## config.mk

```make
export PLATFORM = sky130hd
export DESIGN_NAME = hopping_code_encoder_control
export DESIGN_NICKNAME = d
export VERILOG_FILES = /design/src/rtl/hop_enc_pkg.sv /design/src/rtl/hopping_code_encoder_control.sv
export SDC_FILE = /design/constraint.sdc
export NUM_CORES = 1
export LEC_CHECK = 0
export ABC_CLOCK_PERIOD_IN_PS = 15100
export BUFFER_PORTS_ARGS = -buffer_cell sky130_fd_sc_hd__buf_2
export CAP_MARGIN = 10
export CELL_PAD_IN_SITES_DETAIL_PLACEMENT = 1
export CELL_PAD_IN_SITES_GLOBAL_PLACEMENT = 1
export CORE_MARGIN = 2
export CORE_UTILIZATION = 43
export CTS_BUF_LIST = sky130_fd_sc_hd__clkbuf_16
export CTS_CLUSTER_SIZE = 10
export DETAILED_ROUTE_END_ITERATION = 12
export PLACE_DENSITY_LB_ADDON = 0.1
export SLEW_MARGIN = 20
export SYNTH_ARGS = -nofsm -noshare
export SYNTH_HDL_FRONTEND = slang
export SYNTH_SLANG_ARGS = --single-unit
```

## constraint.sdc

```tcl
create_clock -name clock -period 15.1 [get_ports clock]
set_input_delay 2.265 -clock clock [delete_from_list [all_inputs] [get_ports clock]]
set_output_delay 2.265 -clock clock [all_outputs]
set_load 0.03 [all_outputs]
```

## src/rtl/hop_enc_pkg.sv

```systemverilog
package hop_enc_pkg;

   // ---------------------------------------------
   // Time base
   // ---------------------------------------------
   localparam int CLK_HZ         = 100_000_000;
   localparam int CYC_PER_US     = CLK_HZ / 1_000_000;
   localparam int PE_LONG_US     = 400;
   localparam int PE_SHORT_US    = 200;
   localparam int DEBOUNCE_MS    = 10;
   localparam int SHUTOFF_MS     = 20_000;
   localparam int PENTRY_MS      = 2;
   localparam int BULK_MS        = 4;
   localparam int PROG_MS        = 4;
   localparam int ACK_HIGH_US    = 800;
   localparam int ACK_LOW_US     = 800;
   localparam int BOOST_KHZ      = 200;
   localparam int PE_LONG_CYC    = PE_LONG_US * CYC_PER_US;
   localparam int PE_SHORT_CYC   = PE_SHORT_US * CYC_PER_US;
   localparam int DEBOUNCE_CYC   = DEBOUNCE_MS * 1000 * CYC_PER_US;
   localparam int SHUTOFF_CYC    = SHUTOFF_MS * 1000 * CYC_PER_US;
   localparam int PENTRY_CYC     = PENTRY_MS * 1000 * CYC_PER_US;
   localparam int BULK_CYC       = BULK_MS * 1000 * CYC_PER_US;
   localparam int PROG_CYC       = PROG_MS * 1000 * CYC_PER_US;
   localparam int ACK_HIGH_CYC   = ACK_HIGH_US * CYC_PER_US;
   localparam int ACK_LOW_CYC    = ACK_LOW_US * CYC_PER_US;
   localparam logic [8:0] BOOST_HALF_CYC = 9'(CLK_HZ / (2 * BOOST_KHZ * 1000));

   // ---------------------------------------------
   // Code word shape, in basic pulse elements and bits
   // ---------------------------------------------
   localparam logic [7:0] PREAMBLE_PE  = 8'h17;
   localparam logic [7:0] HEADER_PE    = 8'h0A;
   localparam logic [7:0] GUARD_PE     = 8'h27;
   localparam logic [7:0] WORD_BITS    = 8'h42;
   localparam logic [7:0] SYNC_BITS    = 8'h52;
   localparam logic [3:0] MIN_WORDS    = 4'h4;
   localparam logic [3:0] MIN_SLOTS_BL = 4'h8;

   // ---------------------------------------------
   // Nonvolatile words and configuration fields
   // ---------------------------------------------
   localparam logic [3:0] MEM_WORDS  = 4'hC;
   localparam logic [7:0] MEM_BITS   = 8'hBF;
   localparam logic [3:0] SYNC_WORD  = 4'h4;
   localparam logic [3:0] SER0_WORD  = 4'h6;
   localparam logic [3:0] SER1_WORD  = 4'h7;
   localparam logic [3:0] SEED0_WORD = 4'h8;
   localparam logic [3:0] SEED1_WORD = 4'h9;
   localparam logic [3:0] DISC_WORD  = 4'hA;
   localparam logic [3:0] CFG_WORD   = 4'hB;
   localparam int CFG_LVS   = 4;
   localparam int CFG_RATE  = 5;
   localparam int CFG_MIN4  = 6;
   localparam int CFG_START = 7;
   localparam int CFG_FORCE = 8;
   localparam int CFG_LSER  = 9;

   // ---------------------------------------------
   // Sampled input positions
   // ---------------------------------------------
   localparam int IN_B0  = 0;
   localparam int IN_B1  = 1;
   localparam int IN_B2  = 2;
   localparam int IN_DAT = 3;
   localparam int IN_C44 = 4;
   localparam int IN_C9  = 5;
   localparam int IN_C67 = 6;
   localparam int IN_REF = 7;

   // ---------------------------------------------
   // Register map
   // ---------------------------------------------
   localparam logic [3:0]  REG_CONFIG = 4'h0;
   localparam logic [3:0]  REG_STATUS = 4'h4;
   localparam logic [3:0]  REG_HOP    = 4'h8;
   localparam logic [3:0]  REG_PLAIN  = 4'hC;
   localparam logic [31:0] HOP_RST    = 32'h0000_0000;

   typedef enum logic [12:0] {
      ST_IDLE     = 13'h0001,
      ST_DEBOUNCE = 13'h0002,
      ST_START    = 13'h0004,
      ST_PREAMBLE = 13'h0008,
      ST_HEADER   = 13'h0010,
      ST_DATA     = 13'h0020,
      ST_GUARD    = 13'h0040,
      ST_PENTRY   = 13'h0080,
      ST_ERASE    = 13'h0100,
      ST_PLOAD    = 13'h0200,
      ST_PWRITE   = 13'h0400,
      ST_PACK     = 13'h0800,
      ST_VERIFY   = 13'h1000
   } enc_st_t;

   typedef struct packed {
      logic [7:0]        meta;
      logic [7:0]        sync;
      logic [7:0]        prev;
      enc_st_t           st;
      logic [31:0]       tmr;
      logic [31:0]       press;
      logic [15:0]       pe_cnt;
      logic [7:0]        pos;
      logic [1:0]        phase;
      logic [3:0]        words;
      logic [2:0]        btn;
      logic [81:0]       shreg;
      logic              sync_mode;
      logic              shutoff;
      logic              batt;
      logic              dout;
      logic              oe;
      logic              boost;
      logic [8:0]        boost_cnt;
      logic [11:0][15:0] mem;
      logic [3:0]        waddr;
      logic [15:0]       wbuf;
      logic [7:0]        vbit;
      logic [31:0]       hop;
      logic [31:0]       rdata;
      logic              ack;
   } enc_state_t;

endpackage

```

## src/rtl/hopping_code_encoder_control.sv

```systemverilog
// Function
// Trip point from low-voltage select and force bit: 00/01 4.4, 10 9, 11 6.75.
// Rate bit 0: 400 us element, all words; 1: 200 us, every second word.
// Min-four clear: one word per activation; set: four complete words despite blanking.
// Start pulse enable: one-element start pulse after debounce, before first preamble.
// Fourth button bit copies button 2, or is one when forced.
// Long serial: 32-bit serial; else 28-bit serial plus four button bits.
// Word: 50% preamble, header, 32 encrypted bits, 34 fixed bits, then guard.
// Encrypted part built from 4 button, 12 discrimination, 16 counter bits.
// Fixed part: 2 status bits, 4 button bits, 28-bit serial, in clear.
// After programming start-up, button 0 or 1 high at clock fall: synchronous mode.
// Synchronous mode clocked by button 2 input, plus 16 trailing reserved bits.
// External clock stays at or below 20 kHz, waits for processing.
// Started word completes after release; holding repeats words.
// New extra button aborts transmission and restarts with new buttons.
// Every word carries the low-battery flag against selected trip point.
// Transmission stops once a button is held past the shutoff timeout.
// No buttons standby, functions 1-6 hopping code, all three send seed.
// Boost output pulses while transmitting and supply below reference; else idle.
// Clock high for set time then data high enters programming and bulk erase.
// 192 bits shifted as 16-bit words on clock and data, wait per word.
// After each word, acknowledge pulses on data until clock input drops.
// Readback allowed once, only right after a complete programming cycle.
// Press wakes device, waits 10 ms debounce before transmitting.
// Counter increments after every transmission.
// Store holds twelve 16-bit words, programmed and verified in word order.
// Option bits come from one 16-bit configuration word in the store.
// Blanked word slot keeps data low for full word duration.
// Trailing reserved bits in synchronous mode are sent as zeros.
`timescale 1ns/1ns
module hopping_code_encoder_control
   import hop_enc_pkg::*;
#(
   parameter int unsigned PE_LONG_CYC_P  = PE_LONG_CYC,
   parameter int unsigned PE_SHORT_CYC_P = PE_SHORT_CYC,
   parameter int unsigned DEBOUNCE_CYC_P = DEBOUNCE_CYC,
   parameter int unsigned SHUTOFF_CYC_P  = SHUTOFF_CYC,
   parameter int unsigned PENTRY_CYC_P   = PENTRY_CYC,
   parameter int unsigned BULK_CYC_P     = BULK_CYC,
   parameter int unsigned PROG_CYC_P     = PROG_CYC,
   parameter int unsigned ACK_HIGH_CYC_P = ACK_HIGH_CYC,
   parameter int unsigned ACK_LOW_CYC_P  = ACK_LOW_CYC
) (
   // Clock and reset
   input  wire logic        clock,
   input  wire logic        rst,
   // Button pins
   input  wire logic        button_in_0,
   input  wire logic        button_in_1,
   input  wire logic        button_in_2_prog_clock,
   // Data pin
   input  wire logic        data_in,
   output logic             data_out,
   output logic             data_oe,
   // Analog comparators
   input  wire logic        batt_below_4v4,
   input  wire logic        batt_below_9v,
   input  wire logic        batt_below_6v75,
   input  wire logic        vdd_below_boost_ref,
   output logic             boost_switch,
   // Avalon-MM slave
   input  wire logic [3:0]  address,
   input  wire logic        read,
   input  wire logic        write,
   input  wire logic [31:0] writedata,
   output logic [31:0]      readdata,
   output logic             waitrequest
);

   enc_state_t  s;
   enc_state_t  n;
   logic [15:0] cfg;
   logic [2:0]  btn_now;
   logic        bclk;
   logic        bclk_rise;
   logic        bclk_fall;
   logic        pin_dat;
   logic [15:0] pe_len;
   logic        tick;
   logic        trip;
   logic        blank;
   logic [3:0]  need_words;
   logic [7:0]  bits_total;
   logic [31:0] plain;
   logic [31:0] status;
   logic [191:0] memf;

   // ---------------------------------------------
   // Decoding helpers
   // ---------------------------------------------
   function automatic logic is_tx(input enc_st_t st);
      return (st == ST_START) || (st == ST_PREAMBLE) || (st == ST_HEADER) ||
             (st == ST_DATA) || (st == ST_GUARD);
   endfunction

   function automatic logic [3:0] btn_status(input logic [2:0] b);
      return {cfg[CFG_FORCE] | b[2], b};
   endfunction

   function automatic logic [81:0] build_word(input logic [2:0] b, input logic rpt, input logic bl);
      logic [31:0] lo;
      logic [33:0] fx;
      lo = (b == 3'h7) ? {s.mem[SEED1_WORD], s.mem[SEED0_WORD]} : s.hop;
      if (cfg[CFG_LSER]) begin
         fx = {bl, rpt, s.mem[SER1_WORD], s.mem[SER0_WORD]};
      end else begin
         fx = {bl, rpt, btn_status(b), s.mem[SER1_WORD][11:0], s.mem[SER0_WORD]};
      end
      return {16'h0000, fx, lo};
   endfunction

   // ---------------------------------------------
   // Derived terms
   // ---------------------------------------------
   assign cfg        = s.mem[CFG_WORD];
   assign memf       = s.mem;
   assign btn_now    = s.sync[IN_B2:IN_B0];
   assign bclk       = s.sync[IN_B2];
   assign bclk_rise  = s.sync[IN_B2] & ~s.prev[IN_B2];
   assign bclk_fall  = ~s.sync[IN_B2] & s.prev[IN_B2];
   assign pin_dat    = s.sync[IN_DAT];
   assign pe_len     = cfg[CFG_RATE] ? 16'(PE_SHORT_CYC_P) : 16'(PE_LONG_CYC_P);
   // Synchronous mode takes every element from the external clock edge
   assign tick       = s.sync_mode ? bclk_rise : (s.pe_cnt == 16'h0000);
   assign need_words = cfg[CFG_RATE] ? MIN_SLOTS_BL : MIN_WORDS;
   assign bits_total = s.sync_mode ? SYNC_BITS : WORD_BITS;
   assign plain      = {btn_status(s.btn), s.mem[DISC_WORD][11:0], s.mem[SYNC_WORD]};
   assign status     = {s.mem[SYNC_WORD], 4'h0, s.words, 4'h0, s.shutoff, s.sync_mode, s.batt,
                        is_tx(s.st)};

   always_comb begin
      case ({cfg[CFG_LVS], cfg[CFG_FORCE]})
         2'b10:   trip = s.sync[IN_C9];
         2'b11:   trip = s.sync[IN_C67];
         default: trip = s.sync[IN_C44];
      endcase
   end

   // ---------------------------------------------
   // Next state
   // ---------------------------------------------
   always_comb begin
      n      = s;
      n.meta = {vdd_below_boost_ref, batt_below_6v75, batt_below_9v, batt_below_4v4,
                data_in, button_in_2_prog_clock, button_in_1, button_in_0};
      n.sync = s.meta;
      n.prev = s.sync;

      // Press time, shared by shutoff and programming entry
      if (btn_now == 3'h0) begin
         n.press   = 32'h0;
         n.shutoff = 1'b0;
      end else if (s.press != 32'hFFFF_FFFF) begin
         n.press = s.press + 32'h1;
      end
      if (s.press >= SHUTOFF_CYC_P) begin
         n.shutoff = 1'b1;
      end

      // Boost switch runs only inside a transmission
      if (is_tx(s.st) && s.sync[IN_REF]) begin
         if (s.boost_cnt == BOOST_HALF_CYC - 9'h001) begin
            n.boost_cnt = 9'h000;
            n.boost     = ~s.boost;
         end else begin
            n.boost_cnt = s.boost_cnt + 9'h001;
         end
      end else begin
         n.boost_cnt = 9'h000;
         n.boost     = 1'b0;
      end

      if (is_tx(s.st)) begin
         n.pe_cnt = (s.pe_cnt == 16'h0000) ? pe_len - 16'h0001 : s.pe_cnt - 16'h0001;
      end

      case (s.st)
         ST_IDLE: begin
            if (btn_now != 3'h0 && !s.shutoff) begin
               n.st  = ST_DEBOUNCE;
               n.tmr = 32'h0;
            end
         end
         ST_DEBOUNCE: begin
            n.tmr = s.tmr + 32'h1;
            if (bclk && pin_dat && s.press >= PENTRY_CYC_P) begin
               n.st = ST_PENTRY;
            end else if (btn_now == 3'h0) begin
               n.st = ST_IDLE;
            end else if (s.tmr >= DEBOUNCE_CYC_P - 1) begin
               n.st        = cfg[CFG_START] ? ST_START : ST_PREAMBLE;
               n.pos       = 8'h00;
               n.pe_cnt    = pe_len - 16'h0001;
               n.words     = 4'h0;
               n.sync_mode = 1'b0;
               n.btn       = btn_now;
               n.batt      = trip;
               n.shreg     = build_word(btn_now, 1'b0, trip);
            end
         end
         ST_PENTRY: begin
            if (bclk_fall) begin
               if (s.sync[IN_B0] || s.sync[IN_B1]) begin
                  n.st        = cfg[CFG_START] ? ST_START : ST_PREAMBLE;
                  n.pos       = 8'h00;
                  n.words     = 4'h0;
                  n.sync_mode = 1'b1;
                  n.btn       = {1'b0, s.sync[IN_B1], s.sync[IN_B0]};
                  n.batt      = trip;
                  n.shreg     = build_word({1'b0, s.sync[IN_B1], s.sync[IN_B0]}, 1'b0, trip);
               end else begin
                  n.st  = ST_ERASE;
                  n.tmr = 32'h0;
                  n.mem = '0;
               end
            end
         end
         ST_ERASE: begin
            n.tmr = s.tmr + 32'h1;
            if (s.tmr >= BULK_CYC_P - 1) begin
               n.st    = ST_PLOAD;
               n.waddr = 4'h0;
               n.pos   = 8'h00;
            end
         end
         ST_PLOAD: begin
            if (bclk_fall) begin
               n.wbuf = {pin_dat, s.wbuf[15:1]};
               n.pos  = s.pos + 8'h01;
               if (s.pos == 8'h0F) begin
                  n.st  = ST_PWRITE;
                  n.tmr = 32'h0;
               end
            end
         end
         ST_PWRITE: begin
            n.tmr = s.tmr + 32'h1;
            if (s.tmr >= PROG_CYC_P - 1) begin
               n.mem[s.waddr] = s.wbuf;
               n.waddr        = s.waddr + 4'h1;
               n.st           = ST_PACK;
               n.tmr          = 32'h0;
               n.phase        = 2'b01;
            end
         end
         ST_PACK: begin
            n.tmr = s.tmr + 32'h1;
            if (s.tmr >= (s.phase[0] ? ACK_HIGH_CYC_P : ACK_LOW_CYC_P) - 1) begin
               n.tmr      = 32'h0;
               n.phase[0] = ~s.phase[0];
            end
            if (bclk_fall) begin
               n.pos   = 8'h00;
               n.phase = 2'b00;
               n.vbit  = 8'h00;
               // Readback is reachable only from here, once per full program
               n.st    = (s.waddr == MEM_WORDS) ? ST_VERIFY : ST_PLOAD;
            end
         end
         ST_VERIFY: begin
            if (bclk_fall) begin
               n.vbit = s.vbit + 8'h01;
               if (s.vbit == MEM_BITS) begin
                  n.st = ST_IDLE;
               end
            end
         end
         ST_START: begin
            if (tick) begin
               n.st  = ST_PREAMBLE;
               n.pos = 8'h00;
            end
         end
         ST_PREAMBLE: begin
            if (tick) begin
               n.pos = s.pos + 8'h01;
               if (s.pos == PREAMBLE_PE - 8'h01) begin
                  n.st  = ST_HEADER;
                  n.pos = 8'h00;
               end
            end
         end
         ST_HEADER: begin
            if (tick) begin
               n.pos = s.pos + 8'h01;
               if (s.pos == HEADER_PE - 8'h01) begin
                  n.st    = ST_DATA;
                  n.pos   = 8'h00;
                  n.phase = 2'b00;
               end
            end
         end
         ST_DATA: begin
            if (tick) begin
               if (s.phase == 2'b10) begin
                  n.phase = 2'b00;
                  n.shreg = {1'b0, s.shreg[81:1]};
                  n.pos   = s.pos + 8'h01;
                  if (s.pos == bits_total - 8'h01) begin
                     n.st  = ST_GUARD;
                     n.pos = 8'h00;
                  end
               end else begin
                  n.phase = s.phase + 2'b01;
               end
            end
         end
         ST_GUARD: begin
            if (tick) begin
               n.pos = s.pos + 8'h01;
               if (s.pos == GUARD_PE - 8'h01) begin
                  n.words = (s.words == 4'hF) ? s.words : s.words + 4'h1;
                  if (!s.sync_mode && !s.shutoff &&
                      (btn_now != 3'h0 || (cfg[CFG_MIN4] && n.words < need_words))) begin
                     n.st    = ST_PREAMBLE;
                     n.pos   = 8'h00;
                     n.batt  = trip;
                     n.shreg = build_word(s.btn, 1'b1, trip);
                  end else begin
                     n.st                = ST_IDLE;
                     n.sync_mode         = 1'b0;
                     n.mem[SYNC_WORD]    = s.mem[SYNC_WORD] + 16'h0001;
                  end
               end
            end
         end
         default: begin
            n.st = ST_IDLE;
         end
      endcase

      // Abort and timeout take precedence over the element sequence
      if (is_tx(s.st) && !s.sync_mode) begin
         if (s.shutoff) begin
            n.st             = ST_IDLE;
            n.mem[SYNC_WORD] = s.mem[SYNC_WORD] + 16'h0001;
         end else if ((btn_now & ~s.btn) != 3'h0) begin
            n.st  = ST_DEBOUNCE;
            n.tmr = 32'h0;
         end
      end

      // Pin level follows the next state, so it comes straight from a flop
      blank = cfg[CFG_RATE] & n.words[0] & ~n.sync_mode;
      n.oe  = is_tx(n.st) || (n.st == ST_PACK) || (n.st == ST_VERIFY);
      case (n.st)
         ST_START:    n.dout = 1'b1;
         ST_PREAMBLE: n.dout = ~n.pos[0] & ~blank;
         ST_DATA: begin
            case (n.phase)
               2'b00:   n.dout = ~blank;
               2'b01:   n.dout = ~n.shreg[0] & ~blank;
               default: n.dout = 1'b0;
            endcase
         end
         ST_PACK:     n.dout = n.phase[0];
         ST_VERIFY:   n.dout = memf[n.vbit];
         default:     n.dout = 1'b0;
      endcase

      // Register slave: one wait cycle, read data lands as the wait drops, the write one edge later
      n.ack = (read | write) & ~s.ack;
      if ((read | write) && !s.ack) begin
         case (address)
            REG_CONFIG: n.rdata = {16'h0000, cfg};
            REG_STATUS: n.rdata = status;
            REG_HOP:    n.rdata = s.hop;
            REG_PLAIN:  n.rdata = plain;
            default:    n.rdata = 32'h0000_0000;
         endcase
      end
      if (write && s.ack && address == REG_HOP) begin
         n.hop = writedata;
      end
   end

   // ---------------------------------------------
   // State register
   // ---------------------------------------------
   always_ff @(posedge clock or posedge rst) begin
      if (rst) begin
         s     <= '0;
         s.st  <= ST_IDLE;
         s.hop <= HOP_RST;
      end else begin
         s <= n;
      end
   end

   assign data_out     = s.dout;
   assign data_oe      = s.oe;
   assign boost_switch = s.boost;
   assign readdata     = s.rdata;
   assign waitrequest  = (read | write) & ~s.ack;

endmodule

```

== Yosys cells after proc, flatten, opt, wreduce, memory -nomap -nowiden ==
Index checks and enable logic that the tools add are counted.
Cells by class
  add/subtract/negate cells: 12
  order comparisons: 9
  equality and inequality tests: 58
  mux-type cells: 129
  bitwise gates (word level): 21
  reduce and logical (&&, ||, !) cells: 50
Operators with widths (number)
  two-way mux 90 bit: 5
  two-way mux 192 bit: 2
  one-hot mux 82 bit (4 select lines): 1
  two-way mux 32 bit: 10
  two-way mux 45 bit: 7
  two-way mux 13 bit: 19
  two-way mux 82 bit: 3
  one-hot mux 112 bit (2 select lines): 1
  two-way mux 196 bit: 1
  bitwise mux 192 bit: 1
  one-hot mux 32 bit (6 select lines): 1
  one-hot mux 13 bit (13 select lines): 1
  two-way mux 83 bit: 2
  two-way mux 16 bit: 10
  one-hot mux 32 bit (4 select lines): 1
  one-hot mux 64 bit (2 select lines): 1
  two-way mux 8 bit: 14
  one-hot mux 8 bit (10 select lines): 1
  two-way mux 24 bit: 3
  adder 32 x 1 -> 32 bit (second input constant): 2
  demux 16 bit (select 4 bit): 1
  two-way mux 10 bit: 5
  one-hot mux 16 bit (3 select lines): 1
  greater-or-equal comparator 32 x 17 -> 1 bit (second input constant): 1
  other kinds (81): 185
Storage, ports and cells
  register bits after elaboration: 511
  input bits: 48
  output and inout port bits: 36

== Logic depth before layout (Yosys ltp) ==
  depth after elaboration: 20
  mapped depth: 18
  gate-level depth less buffers: 14

== Worst setup path after synthesis ==
No wires, ideal clock.
  path kind: input port to output port
  from: input read
  to: output waitrequest
  arrival: 2914 ps
  required time: 12835 ps
  setup slack: 9921 ps
  stages: 4
  buffers on the path: 1
  cells stage by stage: nor2_1 or2_2 clkbuf_1 inv_1
On the way
  word-level cells in the longest chain between the ends: 2
RTL lines
  start: declaration: RTL line hopping_code_encoder_control.sv:63  | input wire logic read,
  OR 1 bit: RTL line hopping_code_encoder_control.sv:394  | assign waitrequest = (read | write) & ~s.ack;
  bitwise AND 1 bit: RTL line hopping_code_encoder_control.sv:394
  end: declaration: RTL line hopping_code_encoder_control.sv:67  | output logic waitrequest
No other way between the ends.

== Worst setup path after layout ==
Ends and elaborated chain as after synthesis.

==> impl_metrics.csv <==
group,metric,value,unit
run_status,status,"finished, final reports clean",
clock_network,clock_latency,0.64,ns
yosys,synth-seq-cells,508,
clock_network,ctsHoldBuffers,0,
clock_network,cts_resized,0,
power_and_ir_drop,p_clk_share,42.6,%
global_routing,antenna_found_initial,0,
placed_design,placedCellCount,3347,
placed_design,gp_congestion,0.904,
timing,min_period,5.65,ns
timing,fin_skew,0.0252,ns
yosys,yosysSeqAreaShare,49.3,%
die,fp.dieH,249,um
worst_setup_path,end_kind,"primary output",
clock_network,h-tree-depth,2,
timing,setup_violations,0,
die,rows,89,
yosys,syn_avg_cell_area,9.67,um2
power_and_ir_drop,power.density,107,mW/mm2
global_routing,first_global_vias,22500,
route,ant_nets,0,
die,die-area,0.0620,mm2
yosys,ys.warnings.count,0,
power_and_ir_drop,total_leakage_power,0.0128,uW
yosys,synthCells,2666,
clock_network,cts_tree,"done",
route,drc_errors,0,
placed_design,placed_area,0.0266,mm2
timing,min_period_over_period,37.4,%
die,core_area,0.0591,mm2
placed_design,numPortBuffers,83,
hold_path,hold_class,"register to register",
global_routing,grt_max_degree,81,
final_layout,drive_gt1_share,11.1,%
worst_setup_path,critPathArrivalTime,3.38,ns
power_and_ir_drop,internal_power,2210,uW
final_layout,final_core_util,47.9,%
power_and_ir_drop,p_seq_share,47.4,%
flow_run,cap_violations,0,
yosys,dominantRegCellSynth,"dfrtp_1",
timing,rsz0062_at_grt,"no",
route,wl_per_cell,25.8,um
route,wl,88600,um
timing,tightest_slew,1.12,ns
die,start_util,43.6,%
die,die_x,249,um
timing,setup_tns,0,ns
final_layout,fin_nets,2704,
power_and_ir_drop,p_switching,824,uW
timing,hold_viol_final,0,
final_layout,syn_to_final_growth,9.72,%
yosys,netlist_area,0.0258,mm2
worst_setup_path,worstSetupStartpointType,"input pin",
global_routing,grt_overflow,0,
final_layout,postLayoutCellArea,0.0283,mm2
global_routing,grt_pass1_wl,140000,um
final_layout,antenna_cells,0,
worst_setup_path,crit_fanout,33,
clock_network,cts_sinks,508,
yosys,synthesis.nets,2733,
yosys,synth_enable_flop_cells,0,
timing,worst_hold_slack,0.346,ns
yosys,async_reset_ff_share,100,%
placed_design,dp_hpwl,60400,um
global_routing,grt_util_all_layers,28.7,%
power_and_ir_drop,ir_drop,0.0835,mV
clock_network,clockRootBuffer,"clkbuf_16",
timing,relSlewSlack,25.1,%
clock_network,cts-buffers-inserted,59,
worst_setup_path,cp.required,12.84,ns
route,drt-pass1-iter-count,6,
power_and_ir_drop,sw_frac_of_total,27.2,%
clock_network,cts.path.max_buffers,3,
worst_setup_path,crit_type,"input pin to primary output",
route,via_count,21800,
route,via_per_inst,6.35,
die,io_pins,84,
yosys,synth_cell_types,94,
timing,fmax,0.177,GHz
clock_network,post_cts_buffers,0,
power_and_ir_drop,p_comb_share,10.0,%
final_layout,fin_cells,3433,
route,first_iter_violations,1672,
clock_network,path_clk_slew,0.06,ns
timing,slew_violations,0,
## area by class of cell
class / instances / area (um2)
inverters: 45 / 176
flip-flops and latches: 508 / 12700
well taps: 773 / 967
repair buffers: 131 / 816
multi-input cells: 1892 / 12000
clock inverters: 23 / 129
fillers: 6589 / 30800
clock buffers: 61 / 1530
## path summary, 6_finish.rpt
| path | cells after the start | start | to | slack, ns |
|---|---|---|---|---|
| max | 5 | read | waitrequest | 9.45 |
| min | 0 | n[501] | btn_now[1] | 0.35 |
| max reg2reg | 12 | s[484] | data_out | 10.18 |
| min reg2reg | 0 | n[501] | btn_now[1] | 0.35 |
| max in group asynchronous | 5 | rst | s[342] | 10.86 |
| min in group asynchronous | 2 | rst | s[403] | 1.68 |
## metrics by stage
stage / power, uW / setup slack (ns)
3_3_place_gp: 1750 / 9.50
6_report: 3030 / 9.45
4_1_cts: 3060 / 9.41
2_1_floorplan: 1650 / 5.94
5_1_grt: 3150 / 9.33
3_5_place_dp: 1760 / 9.41
## state kept, by name (all words and copies together), names as in the netlist
register and cells:
n 13, data_out 1, plain 3, btn_now 2
readdata 32, boost_switch 1, cfg 16, s 262
data_oe 1, bclk 1, memf 176
## placed cells by master (no fill, tap or decap), types with 14 or more instances in the layout
| cell | instances |
|---|---|
| buf_4 | 46 |
| nand4_1 | 29 |
| nand2b_1 | 16 |
| clkbuf_16 | 61 |
| or4_1 | 14 |
| buf_2 | 83 |
| mux2i_1 | 32 |
| a22oi_1 | 78 |
| xnor2_1 | 20 |
| inv_1 | 54 |
| dfrtp_1 | 507 |
| xor2_1 | 44 |
| a211oi_1 | 36 |
| a21oi_1 | 105 |
| ha_1 | 19 |
| o21ai_0 | 119 |
| nor3_1 | 44 |
| a311oi_1 | 15 |
| mux2_2 | 49 |
| a22o_1 | 216 |
| and3_1 | 71 |
| a31oi_1 | 23 |
| nor2b_1 | 19 |
| nand3_1 | 105 |
| or3_1 | 23 |
| nand2_1 | 374 |
| nor2_1 | 173 |
| nor4_1 | 36 |
## cells in the mapped netlist, types with 13 or more instances
| cell | instances | area share (%) |
|---|---|---|
| dfrtp_1 | 507 | 49 |
| nand2_1 | 375 | 5.5 |
| a22o_1 | 216 | 7.3 |
| nor2_1 | 177 | 2.6 |
| clkbuf_1 | 154 | 2.2 |
| o21ai_0 | 120 | 2.3 |
| a21oi_1 | 105 | 2.0 |
| nand3_1 | 105 | 2.0 |
| a22oi_1 | 78 | 2.3 |
| and3_1 | 71 | 1.7 |
| mux2_2 | 49 | 2.1 |
| nor3_1 | 46 | 0.89 |
| xor2_1 | 44 | 1.5 |
| inv_1 | 41 | 0.60 |
| nor4_1 | 38 | 0.92 |
| a211oi_1 | 37 | 1.1 |
| buf_4 | 37 | 1.1 |
| mux2i_1 | 32 | 1.2 |
| nand4_1 | 29 | 0.70 |
| a31oi_1 | 24 | 0.58 |
| or3_1 | 23 | 0.56 |
| xnor2_1 | 20 | 0.68 |
| ha_1 | 19 | 0.92 |
| nor2b_1 | 19 | 0.46 |
| nand2b_1 | 16 | 0.39 |
| a311oi_1 | 15 | 0.51 |
| or4_1 | 14 | 0.41 |
| and4_1 | 13 | 0.44 |
| o22ai_1 | 13 | 0.32 |
## logic make-up (layout without fill, tap and decap cells)
group / after synthesis / in the layout / share of synthesized area, %
AND/OR/NAND/NOR: 983 / 983 / 18.4
AO/OA/AOI/OAI: 744 / 744 / 21.0
flip-flops: 508 / 508 / 49.3
buffers and inverters: 266 / 260 / 4.73
multiplexers: 82 / 82 / 3.47
XOR/XNOR: 64 / 64 / 2.17
adder cells (fa/ha/maj): 19 / 19 / 0.922
## worst max-delay path: stages
cell and delay [ns]:
buf_2 0.10, nor2_1 0.10, or2_2 0.52, inv_1 0.17, buf_2 0.22
## power groups by stage
stage	Combinational, uW	Clock (uW)	Sequential [uW]
2_1_floorplan	207	0	1440
3_3_place_gp	291	0	1460
3_5_place_dp	300	0	1460
4_1_cts	302	1320	1440
5_1_grt	337	1380	1440
6_report	303	1290	1440
## routing by layer
| metal | vias to the layer above | part of all wire, % | track usage (%) |
|---|---|---|---|
| met1 | 11300 | 46 | 41.2 |
| met5 | - | 0 | 0 |
| met4 | 0 | 2.6 | 7.38 |
| met3 | 134 | 5.4 | 4.18 |
| li1 | 9752 | - | - |
| met2 | 628 | 46 | 45.5 |
Power figures use the tool's default switching activity.
